===== config.mk =====
export PLATFORM = sky130hd
export DESIGN_NAME = swc_standby_wakeup_control
export DESIGN_NICKNAME = d
export VERILOG_FILES = /design/src/design/swc_pkg.sv /design/src/design/swc_standby_wakeup_control.sv
export SDC_FILE = /design/constraint.sdc
export NUM_CORES = 1
export LEC_CHECK = 0
export BUFFER_PORTS_ARGS = -buffer_cell sky130_fd_sc_hd__buf_2
export CORE_MARGIN = 2
export CORE_UTILIZATION = 51
export CTS_CLUSTER_DIAMETER = 150
export CTS_CLUSTER_SIZE = 14
export DETAILED_ROUTE_END_ITERATION = 12
export PLACE_DENSITY_LB_ADDON = 0.15
export SYNTH_ARGS = -nofsm -noshare
export SYNTH_HDL_FRONTEND = slang
export SYNTH_SLANG_ARGS = --single-unit

===== constraint.sdc =====
create_clock -name sys_clk -period 2.35 [get_ports sys_clk]
set_input_delay 0.235 -clock sys_clk [delete_from_list [all_inputs] [get_ports sys_clk]]
set_output_delay 0.235 -clock sys_clk [all_outputs]
set_load 0.03 [all_outputs]

===== src/design/swc_pkg.sv =====
// Constants, register map and types for the standby and wake-up sequencer
package swc_pkg;

    // ****************************************************************
    // Register map
    // ****************************************************************
    localparam logic [7:0] ADDR_STANDBY_CTRL = 8'h00;
    localparam logic [7:0] ADDR_STOP_GATE    = 8'h01;
    localparam logic [7:0] ADDR_GATE_BASE    = 8'h02;
    localparam logic [7:0] ADDR_GATE_LAST    = 8'h06;
    localparam logic [7:0] ADDR_STATUS       = 8'h07;
    localparam logic [7:0] RD_UNMAPPED       = 8'h00;

    // ****************************************************************
    // Fields and reset values
    // ****************************************************************
    localparam int HALT_BIT      = 0;
    localparam int STOP_BIT      = 1;
    localparam int FAST_CTL_BIT  = 2;
    localparam logic [3:0] CODE_FIRST  = 4'h5;
    localparam logic [3:0] CODE_SECOND = 4'ha;
    localparam int GATE_COUNT    = 5;
    localparam int GATE_BITS     = GATE_COUNT * 8;
    localparam int OSC_DET_BIT   = 4 * 8 + 4;
    localparam logic [39:0] GATE_RESET = 40'h00_0000_0000;

    // ****************************************************************
    // Timing
    // ****************************************************************
    localparam int SETTLE_PULSES = 8192;
    localparam int CNT_W         = 14;
    localparam logic [1:0] RESUME_SLACK = 2'h2;

    // ****************************************************************
    // Synchroniser lanes
    // ****************************************************************
    localparam int SY_NMI   = 0;
    localparam int SY_PIN0  = 1;
    localparam int SY_STICK = 5;
    localparam int SY_FTICK = 6;
    localparam int SY_SRDY  = 7;
    localparam int SY_FRDY  = 8;
    localparam int SY_W     = 9;

    typedef enum logic [2:0] {
        ST_RUN    = 3'b000,
        ST_HALT   = 3'b001,
        ST_PEND   = 3'b010,
        ST_STOP   = 3'b011,
        ST_WAKE   = 3'b100,
        ST_RESUME = 3'b101
    } swc_state_t;

endpackage


===== src/design/swc_standby_wakeup_control.sv =====
// Standby, stop and wake sequencer with peripheral block gates
//
// Added by the designer: the address-and-strobe port and the placing of the registers.
module swc_standby_wakeup_control
    import swc_pkg::*;
#(
    parameter int SETTLE_COUNT = SETTLE_PULSES
) (
    input  wire logic        sys_clk,
    input  wire logic        rst_n,
    input  wire logic [7:0]  regAddr,
    input  wire logic [7:0]  regWrData,
    input  wire logic        regWr,
    input  wire logic        regRd,
    output logic      [7:0]  regRdData,
    input  wire logic        nmiPin,
    input  wire logic [3:0]  wakePinReq,
    input  wire logic [3:0]  wakePinEn,
    input  wire logic        maskReq,
    input  wire logic        maskEn,
    input  wire logic        masterIntEnable,
    input  wire logic [1:0]  interruptLevel,
    input  wire logic        cpuOnFastClock,
    input  wire logic        slowOscTick,
    input  wire logic        fastOscTick,
    input  wire logic        slowOscReady,
    input  wire logic        fastOscReady,
    output logic             slowOscEnable,
    output logic             fastOscEnable,
    output logic             periphSlowClkEn,
    output logic             periphFastClkEn,
    output logic             cpuRun,
    output logic             haltActive,
    output logic             stopActive,
    output logic             vectorReq,
    output logic [39:0]      periphHold
);

    // ****************************************************************
    // State
    // ****************************************************************
    typedef struct packed {
        swc_state_t         state;
        logic [SY_W-1:0]    sync1;
        logic [SY_W-1:0]    sync2;
        logic               sTickD;
        logic               fTickD;
        logic               haltBit;
        logic               stopBit;
        logic               fastCtl;
        logic               codeStage;
        logic               armed;
        logic               fastWas;
        logic               cpuFastLat;
        logic               vecLat;
        logic [1:0]         resumeCnt;
        logic [CNT_W-1:0]   slowCnt;
        logic [CNT_W-1:0]   fastCnt;
        logic               slowDone;
        logic               fastDone;
        logic [39:0]        gates;
        logic [7:0]         rdData;
        logic               vecPulse;
        logic               slowOn;
        logic               fastOn;
    } swc_regs_t;

    swc_regs_t r_ff;
    swc_regs_t nxt_r;

    localparam logic [CNT_W-1:0] SETTLE_LAST =
        CNT_W'(SETTLE_COUNT - 1);

    logic       nmiS;
    logic       pinWake;
    logic       stopWake;
    logic       haltWake;
    logic       vecDecide;
    logic       sTickEdge;
    logic       fTickEdge;
    logic       wrCtrl;
    logic       wrGate;
    logic [2:0] gateIdx;

    // ****************************************************************
    // Wake and vector decisions
    // ****************************************************************
    always_comb begin
        nmiS     = r_ff.sync2[SY_NMI];
        pinWake  = |(r_ff.sync2[SY_PIN0 +: 4] & wakePinEn);
        stopWake = nmiS | pinWake;
        haltWake = nmiS | maskReq;
        // Level 3 is emulator-only; it never vectors
        if (nmiS) begin
            vecDecide = (interruptLevel != 2'h3);
        end else begin
            // A pin wake already carries its own enable flag
            vecDecide = (maskEn | (r_ff.state == ST_STOP)) &
                        masterIntEnable &
                        (interruptLevel < 2'h2);
        end
        sTickEdge = r_ff.sync2[SY_STICK] & ~r_ff.sTickD;
        fTickEdge = r_ff.sync2[SY_FTICK] & ~r_ff.fTickD;
        wrCtrl    = regWr & (regAddr == ADDR_STANDBY_CTRL);
        wrGate    = regWr & (regAddr >= ADDR_GATE_BASE) &
                    (regAddr <= ADDR_GATE_LAST);
        gateIdx   = 3'(regAddr - ADDR_GATE_BASE);
    end

    // ****************************************************************
    // Next state
    // ****************************************************************
    always_comb begin
        nxt_r          = r_ff;
        nxt_r.sync1    = {fastOscReady, slowOscReady, fastOscTick,
                          slowOscTick, wakePinReq, nmiPin};
        nxt_r.sync2    = r_ff.sync1;
        nxt_r.sTickD   = r_ff.sync2[SY_STICK];
        nxt_r.fTickD   = r_ff.sync2[SY_FTICK];
        nxt_r.vecPulse = 1'b0;

        // Register reads
        if (regRd) begin
            if (regAddr == ADDR_STANDBY_CTRL) begin
                nxt_r.rdData = {5'h00, r_ff.fastCtl, r_ff.stopBit,
                                r_ff.haltBit};
            end else if (regAddr == ADDR_STOP_GATE) begin
                nxt_r.rdData = {7'h00, r_ff.armed};
            end else if ((regAddr >= ADDR_GATE_BASE) &&
                         (regAddr <= ADDR_GATE_LAST)) begin
                nxt_r.rdData = r_ff.gates[gateIdx*8 +: 8];
            end else if (regAddr == ADDR_STATUS) begin
                nxt_r.rdData = {2'h0, r_ff.fastDone, r_ff.slowDone,
                                r_ff.vecLat, r_ff.state};
            end else begin
                nxt_r.rdData = RD_UNMAPPED;
            end
        end

        // Stop code gate arming
        if (regWr && (regAddr == ADDR_STOP_GATE)) begin
            if (regWrData[7:4] == CODE_FIRST) begin
                nxt_r.codeStage = 1'b1;
            end else if ((regWrData[7:4] == CODE_SECOND) &&
                         r_ff.codeStage) begin
                nxt_r.armed     = 1'b1;
                nxt_r.codeStage = 1'b0;
            end else begin
                nxt_r.codeStage = 1'b0;
            end
        end

        if (wrGate) begin
            nxt_r.gates[gateIdx*8 +: 8] = regWrData;
        end

        // Settle counters clear while the oscillator is disabled and count ticks while ready
        if (!r_ff.slowOn) begin
            nxt_r.slowCnt  = '0;
            nxt_r.slowDone = 1'b0;
        end else if (r_ff.sync2[SY_SRDY] && !r_ff.slowDone &&
                     sTickEdge) begin
            nxt_r.slowCnt  = r_ff.slowCnt + 1'b1;
            nxt_r.slowDone = (r_ff.slowCnt == SETTLE_LAST);
        end
        if (!r_ff.fastOn) begin
            nxt_r.fastCnt  = '0;
            nxt_r.fastDone = 1'b0;
        end else if (r_ff.sync2[SY_FRDY] && !r_ff.fastDone &&
                     fTickEdge) begin
            nxt_r.fastCnt  = r_ff.fastCnt + 1'b1;
            nxt_r.fastDone = (r_ff.fastCnt == SETTLE_LAST);
        end

        case (r_ff.state)
            ST_RUN: begin
                nxt_r.fastOn = r_ff.fastCtl;
                if (wrCtrl) begin
                    nxt_r.fastCtl = regWrData[FAST_CTL_BIT];
                    if (regWrData[STOP_BIT] && r_ff.armed) begin
                        nxt_r.stopBit = 1'b1;
                        nxt_r.state   = ST_PEND;
                    end else if (regWrData[HALT_BIT]) begin
                        nxt_r.haltBit = 1'b1;
                        nxt_r.state   = ST_HALT;
                    end
                end
            end
            ST_HALT: begin
                if (haltWake) begin
                    nxt_r.haltBit = 1'b0;
                    nxt_r.vecLat  = vecDecide;
                    nxt_r.state   = ST_RESUME;
                    nxt_r.resumeCnt = '0;
                end
            end
            ST_PEND: begin
                nxt_r.state      = ST_STOP;
                nxt_r.armed      = 1'b0;
                nxt_r.codeStage  = 1'b0;
                nxt_r.fastWas    = r_ff.fastOn;
                nxt_r.cpuFastLat = cpuOnFastClock;
                nxt_r.slowOn     = 1'b0;
                nxt_r.fastOn     = 1'b0;
            end
            ST_STOP: begin
                if (stopWake) begin
                    nxt_r.stopBit = 1'b0;
                    nxt_r.vecLat  = vecDecide;
                    nxt_r.slowOn  = 1'b1;
                    nxt_r.fastOn  = r_ff.cpuFastLat |
                                    r_ff.fastWas;
                    nxt_r.state   = ST_WAKE;
                end
            end
            ST_WAKE: begin
                if (r_ff.cpuFastLat ? r_ff.fastDone
                                    : r_ff.slowDone) begin
                    nxt_r.state     = ST_RESUME;
                    nxt_r.resumeCnt = '0;
                end
            end
            ST_RESUME: begin
                // Room for the two instructions after the standby write
                if (!r_ff.vecLat) begin
                    nxt_r.state = ST_RUN;
                end else if (r_ff.resumeCnt == RESUME_SLACK - 2'h1) begin
                    nxt_r.vecPulse = 1'b1;
                    nxt_r.vecLat   = 1'b0;
                    nxt_r.state    = ST_RUN;
                end else begin
                    nxt_r.resumeCnt = r_ff.resumeCnt + 2'h1;
                end
            end
            default: begin
                nxt_r.state = ST_RUN;
            end
        endcase
    end

    // ****************************************************************
    // Registers
    // ****************************************************************
    always_ff @(posedge sys_clk) begin
        if (!rst_n) begin
            r_ff            <= '0;
            r_ff.state      <= ST_RUN;
            r_ff.gates      <= GATE_RESET;
            r_ff.fastCtl    <= 1'b1;
            r_ff.slowOn     <= 1'b1;
            r_ff.fastOn     <= 1'b1;
            r_ff.slowDone   <= 1'b1;
            r_ff.fastDone   <= 1'b1;
        end else begin
            r_ff <= nxt_r;
        end
    end

    // ****************************************************************
    // Outputs
    // ****************************************************************
    logic released;

    always_comb begin
        released        = (r_ff.state == ST_RUN) ||
                          (r_ff.state == ST_HALT) ||
                          (r_ff.state == ST_RESUME);
        regRdData       = r_ff.rdData;
        slowOscEnable   = r_ff.slowOn;
        fastOscEnable   = r_ff.fastOn;
        periphSlowClkEn = released & r_ff.slowDone;
        periphFastClkEn = released & r_ff.fastDone;
        cpuRun          = (r_ff.state == ST_RUN) ||
                          (r_ff.state == ST_RESUME) ||
                          (r_ff.state == ST_PEND);
        haltActive      = (r_ff.state == ST_HALT);
        stopActive      = (r_ff.state == ST_STOP) ||
                          (r_ff.state == ST_WAKE);
        vectorReq       = r_ff.vecPulse;
    end

    // Gate bits hold reset, stop clocks and block access per unit; the oscillator detector bit acts only while halted
    generate
        for (genvar gi = 0; gi < GATE_BITS; gi++) begin : g_gate
            if (gi == OSC_DET_BIT) begin : g_det
                assign periphHold[gi] =
                    r_ff.gates[gi] & haltActive;
            end else begin : g_norm
                assign periphHold[gi] = r_ff.gates[gi];
            end
        end
    endgenerate

    // ****************************************************************
    // Assertions
    // ****************************************************************
    property p_stop_two_cycles;
        @(posedge sys_clk) disable iff (!rst_n)
        (wrCtrl && regWrData[STOP_BIT] && r_ff.armed &&
         r_ff.state == ST_RUN) |-> ##2 (r_ff.state == ST_STOP);
    endproperty
    a_stop_two_cycles: assert property (p_stop_two_cycles)
        else $error("stop not entered two cycles after write");

    property p_osc_off_in_stop;
        @(posedge sys_clk) disable iff (!rst_n)
        (r_ff.state == ST_STOP) |-> (!slowOscEnable && !fastOscEnable);
    endproperty
    a_osc_off_in_stop: assert property (p_osc_off_in_stop)
        else $error("oscillator running during stop");

    property p_disarm;
        @(posedge sys_clk) disable iff (!rst_n)
        $rose(r_ff.state == ST_STOP) |-> !r_ff.armed;
    endproperty
    a_disarm: assert property (p_disarm)
        else $error("stop gate still armed in stop");

    property p_stop_wake;
        @(posedge sys_clk) disable iff (!rst_n)
        (r_ff.state == ST_STOP && stopWake) |=>
            (!r_ff.stopBit && slowOscEnable);
    endproperty
    a_stop_wake: assert property (p_stop_wake)
        else $error("wake did not clear stop or start slow osc");

    property p_fast_stays_off;
        @(posedge sys_clk) disable iff (!rst_n)
        (r_ff.state == ST_STOP && stopWake && !r_ff.cpuFastLat &&
         !r_ff.fastWas) |=> !fastOscEnable;
    endproperty
    a_fast_stays_off: assert property (p_fast_stays_off)
        else $error("fast osc restarted though it was off");

    property p_halt_hold;
        @(posedge sys_clk) disable iff (!rst_n)
        (haltActive && !nmiS && !maskReq) |=> haltActive;
    endproperty
    a_halt_hold: assert property (p_halt_hold)
        else $error("halt left without request");

    property p_vector_late;
        @(posedge sys_clk) disable iff (!rst_n)
        $rose(vectorReq) |-> ($past(cpuRun, 1) && $past(cpuRun, 2));
    endproperty
    a_vector_late: assert property (p_vector_late)
        else $error("vector without two run cycles");

    property p_slow_release;
        @(posedge sys_clk) disable iff (!rst_n)
        (r_ff.state == ST_WAKE && !r_ff.cpuFastLat) ##1
        (r_ff.state == ST_RESUME) |-> $past(r_ff.slowDone);
    endproperty
    a_slow_release: assert property (p_slow_release)
        else $error("slow cpu released before settle");

    property p_det_gate;
        @(posedge sys_clk) disable iff (!rst_n)
        periphHold[OSC_DET_BIT] == (r_ff.gates[OSC_DET_BIT] &&
                                    r_ff.state == ST_HALT);
    endproperty
    a_det_gate: assert property (p_det_gate)
        else $error("detector gate outside halt");

endmodule


==> flow_summary.yaml <==
sta:
  setup_viol: 0
  finalCriticalPeriod_ns: 2.11
  rsz0062_at_grt: "false"
  slew_viol_final: 0
  worst_pin_slew_ns: 0.898
  tns_ns: 0
  period_share_pct: 89.8
  slew_headroom_pct: 39.5
  finalClockSkew_ns: 0.00820
  max_freq_ghz: 0.474
  hold_viol_final: 0
route:
  via_per_inst: 5.77
  vias: 5091
  drt_iter0_markers: 328
  drc: 0
  dr_wl_met2_um: 6820
  met1Wirelength_um: 6780
  totalWireLength_um: 14700
  post_drt_wl_per_cell_um: 16.7
  antenna_left: 0
  drtPass1Iterations: 6
  top_layer: "met4"
  wl_met3_um: 815
yosys:
  synth_area_leaders: "dfxtp_1 (39%), buf_4 (6.1%), o21ai_0 (5.1%)"
  synth_area_per_cell_um2: 8.54
  syn-cell-area_um2: 5830
  yosys.area.top_type: "dfxtp_1"
  yosysUniqueCellTypes: 57
  yosysMostFrequentCell: "dfxtp_1"
  yosysWarningCount: 0
  synth_edf_count: 0
  async_flop_share_pct: 0
  syn_nets: 731
  synthTopCellsByCount: "dfxtp_1 (114), nand2_1 (71), o21ai_0 (59), buf_4 (47), nand4_1 (41)"
  yosysSeqAreaShare_pct: 39.2
  synth_cells: 682
  netlist.area_leader.share_pct: 39.2
  synth-main-ff-cell: "dfxtp_1"
  ys_ff_latch: 114
placement:
  dpl-instance-area_um2: 6110
  io_buffers: 94
  dpl.cell_count: 855
  dpl.hpwl_um: 10600
  gp_routability_congestion: 0.890
flow_run:
  maxCapViolCount: 0
setup_path:
  required_ns: 2.12
  crit_buf_inv: 1
  worstPathArrival_ns: 1.87
  crit_start: "r_ff[113]$_SDFFE_PN0P_"
  reg2reg_depth: 5
  critPathLaunchType: "flip-flop"
  critPathMaxStageDelay_ns: 0.67
  r2r-start: "r_ff[113]$_SDFFE_PN0P_"
  path_max_fanout: 17
  criticalPathCategory: "flip-flop to output port"
  slowest_stage: "dfxtp_1"
  cp-end-kind: "output port"
  path_cells: "nor2b_1 > nor2_1 > and2_1 > buf_2"
  cpLargestDelayFamily: "flip-flops"
  r2r_slack_ns: 0.51
  timing.rr.end: "r_ff[83]$_SDFFE_PN0P_"
grt:
  antenna_found_initial: 0
  grt_max_degree: 43
  overflow: 0
  track_usage_pct: 24.5
  grt_pass1_wl_um: 24300
  grt_pass1_vias: 4889
finish:
  nets: 780
  postLayoutCellArea_um2: 6640
  nFillCells: 989
  fin_cells: 883
  drive_above_1_share_pct: 23.6
  area_growth_syn_to_layout_pct: 13.9
  diodes: 0
die:
  die-width_um: 111
  core_um2: 11300
  dieArea_um2: 12300
  start_util_pct: 51.7
  io_pins: 95
  dieHeight_um: 111
  num_rows: 39
clock_network:
  clk_latency_ns: 0.41
  ctsHoldBuffers: 0
  path_clk_slew_ns: 0.05
  cts_tree: "yes"
  cts_made_buffers: 17
  h-tree-depth: 4
  cts_resized: 0
  cts_root_buffer: "clkbuf_16"
  clock-sinks: 114
  cts_setup_buffers: 0
  cts_max_path_buffers: 2
worst_hold_path:
  hp-start: "slowOscReady"
  min_path_cells: 2
  hold_class: "input port to flip-flop"
  worstHoldEndpoint: "nxt_r[100]$_SDFF_PN0_"
power:
  powerDensity_nw_per_um2: 687
  finalPower_mw: 4.56
  p_leak_nw: 2.60
  pwr-share-seq_pct: 43.0
  p_sw_mw: 1.04
  power.internal_mw: 3.53
  worst_ir_drop_vdd_v: 0.000589
  swShare_pct: 22.7
  power.share.clock_pct: 50.4
  combPwrFrac_pct: 6.5
outcome:
  outcome: "finished clean"
==> kinds of logic after synthesis <==
kind of cell    count (synthesis)  synth area share [%]
buf+inv                       107                  10.5
fa+ha+maj                      10                  2.15
xor+xnor                       20                  3.01
compound gates                125                  13.3
flops                         114                  39.2
mux                            18                  4.17
simple gates                  288                  27.7
==> layer usage <==
layer / global-route usage (%) / vias to the layer above
met4: 8.50 / 0
met2: 38.8 / 171
li1: - / 2469
met1: 32.9 / 2427
met5: 0 / -
met3: 6.01 / 24
==> state kept, by name (all words and copies together), names as in the netlist <==
register and flops:
regRdData 8, nxt_r 11, periphHold 39, slowOscEnable 1, r_ff 52, vectorReq 1
fastOscEnable 1, nmiS 1
==> final cells by class <==
cell class	count	area [um2]	share of cell area [%]
multi-input combinational	461	2940	44.2
clock buffer	21	460	6.94
tap	143	179	2.70
sequential	114	2280	34.4
timing repair buffer	116	638	9.61
inverter	21	78.8	1.19
clock inverter	7	62.6	0.943
==> stage by stage <==
step	hold WS, ns	utilization, %	setup WS [ns]
floorplan	0.360	-	0.00255
global placement	0.416	54.2	0.213
detailed placement	0.420	54.2	0.108
CTS	0.0206	58.9	0.250
global route	0.0231	58.9	0.132
finish	0.0283	58.9	0.240
==> power groups by stage <==
stage	Clock (mW)	Sequential, mW	Combinational (mW)
final	2.30	1.96	0.297
after global routing	2.44	1.96	0.323
after CTS	2.32	1.96	0.295
after detailed placement	0	2.00	0.293
after global placement	0	2.00	0.287
after floorplan	0	2.00	0.183
==> layout by cell type (no fill, tap or decap), drive strengths merged, types with 4 or more instances in the layout <==
cell type  count
or3            7
xnor2         14
a211oi         4
nand2         71
and2          28
xor2           6
dfxtp        114
mux4           5
ha            10
buf          116
nand3         35
a21boi         6
nor2          40
nand2b         5
a31oi          4
and3           5
clkinv         5
nand3b        12
nand4         41
o211ai         4
a21oi         18
mux2i         13
clkbuf        21
nor4bb         4
inv           21
nor4          10
nor3          15
o221a          4
o21ai         67
==> how the worst max path moves through the flow <==
| stage | slack, ns | depth (start not counted) | endpoint |
|---|---|---|---|
| final | 0.24 | 4 | periphFastClkEn |
| after global routing | 0.13 | 4 | stopActive |
| after CTS | 0.25 | 4 | periphFastClkEn |
| after detailed placement | 0.11 | 9 | r_ff[47]$_SDFFE_PN0P_ |
| after global placement | 0.21 | 9 | periphHold[32]$_SDFFE_PN0P_ |
| after floorplan | 0.003 | 12 | periphHold[38]$_SDFFE_PN0P_ |
(Power assumes the default switching activity.)
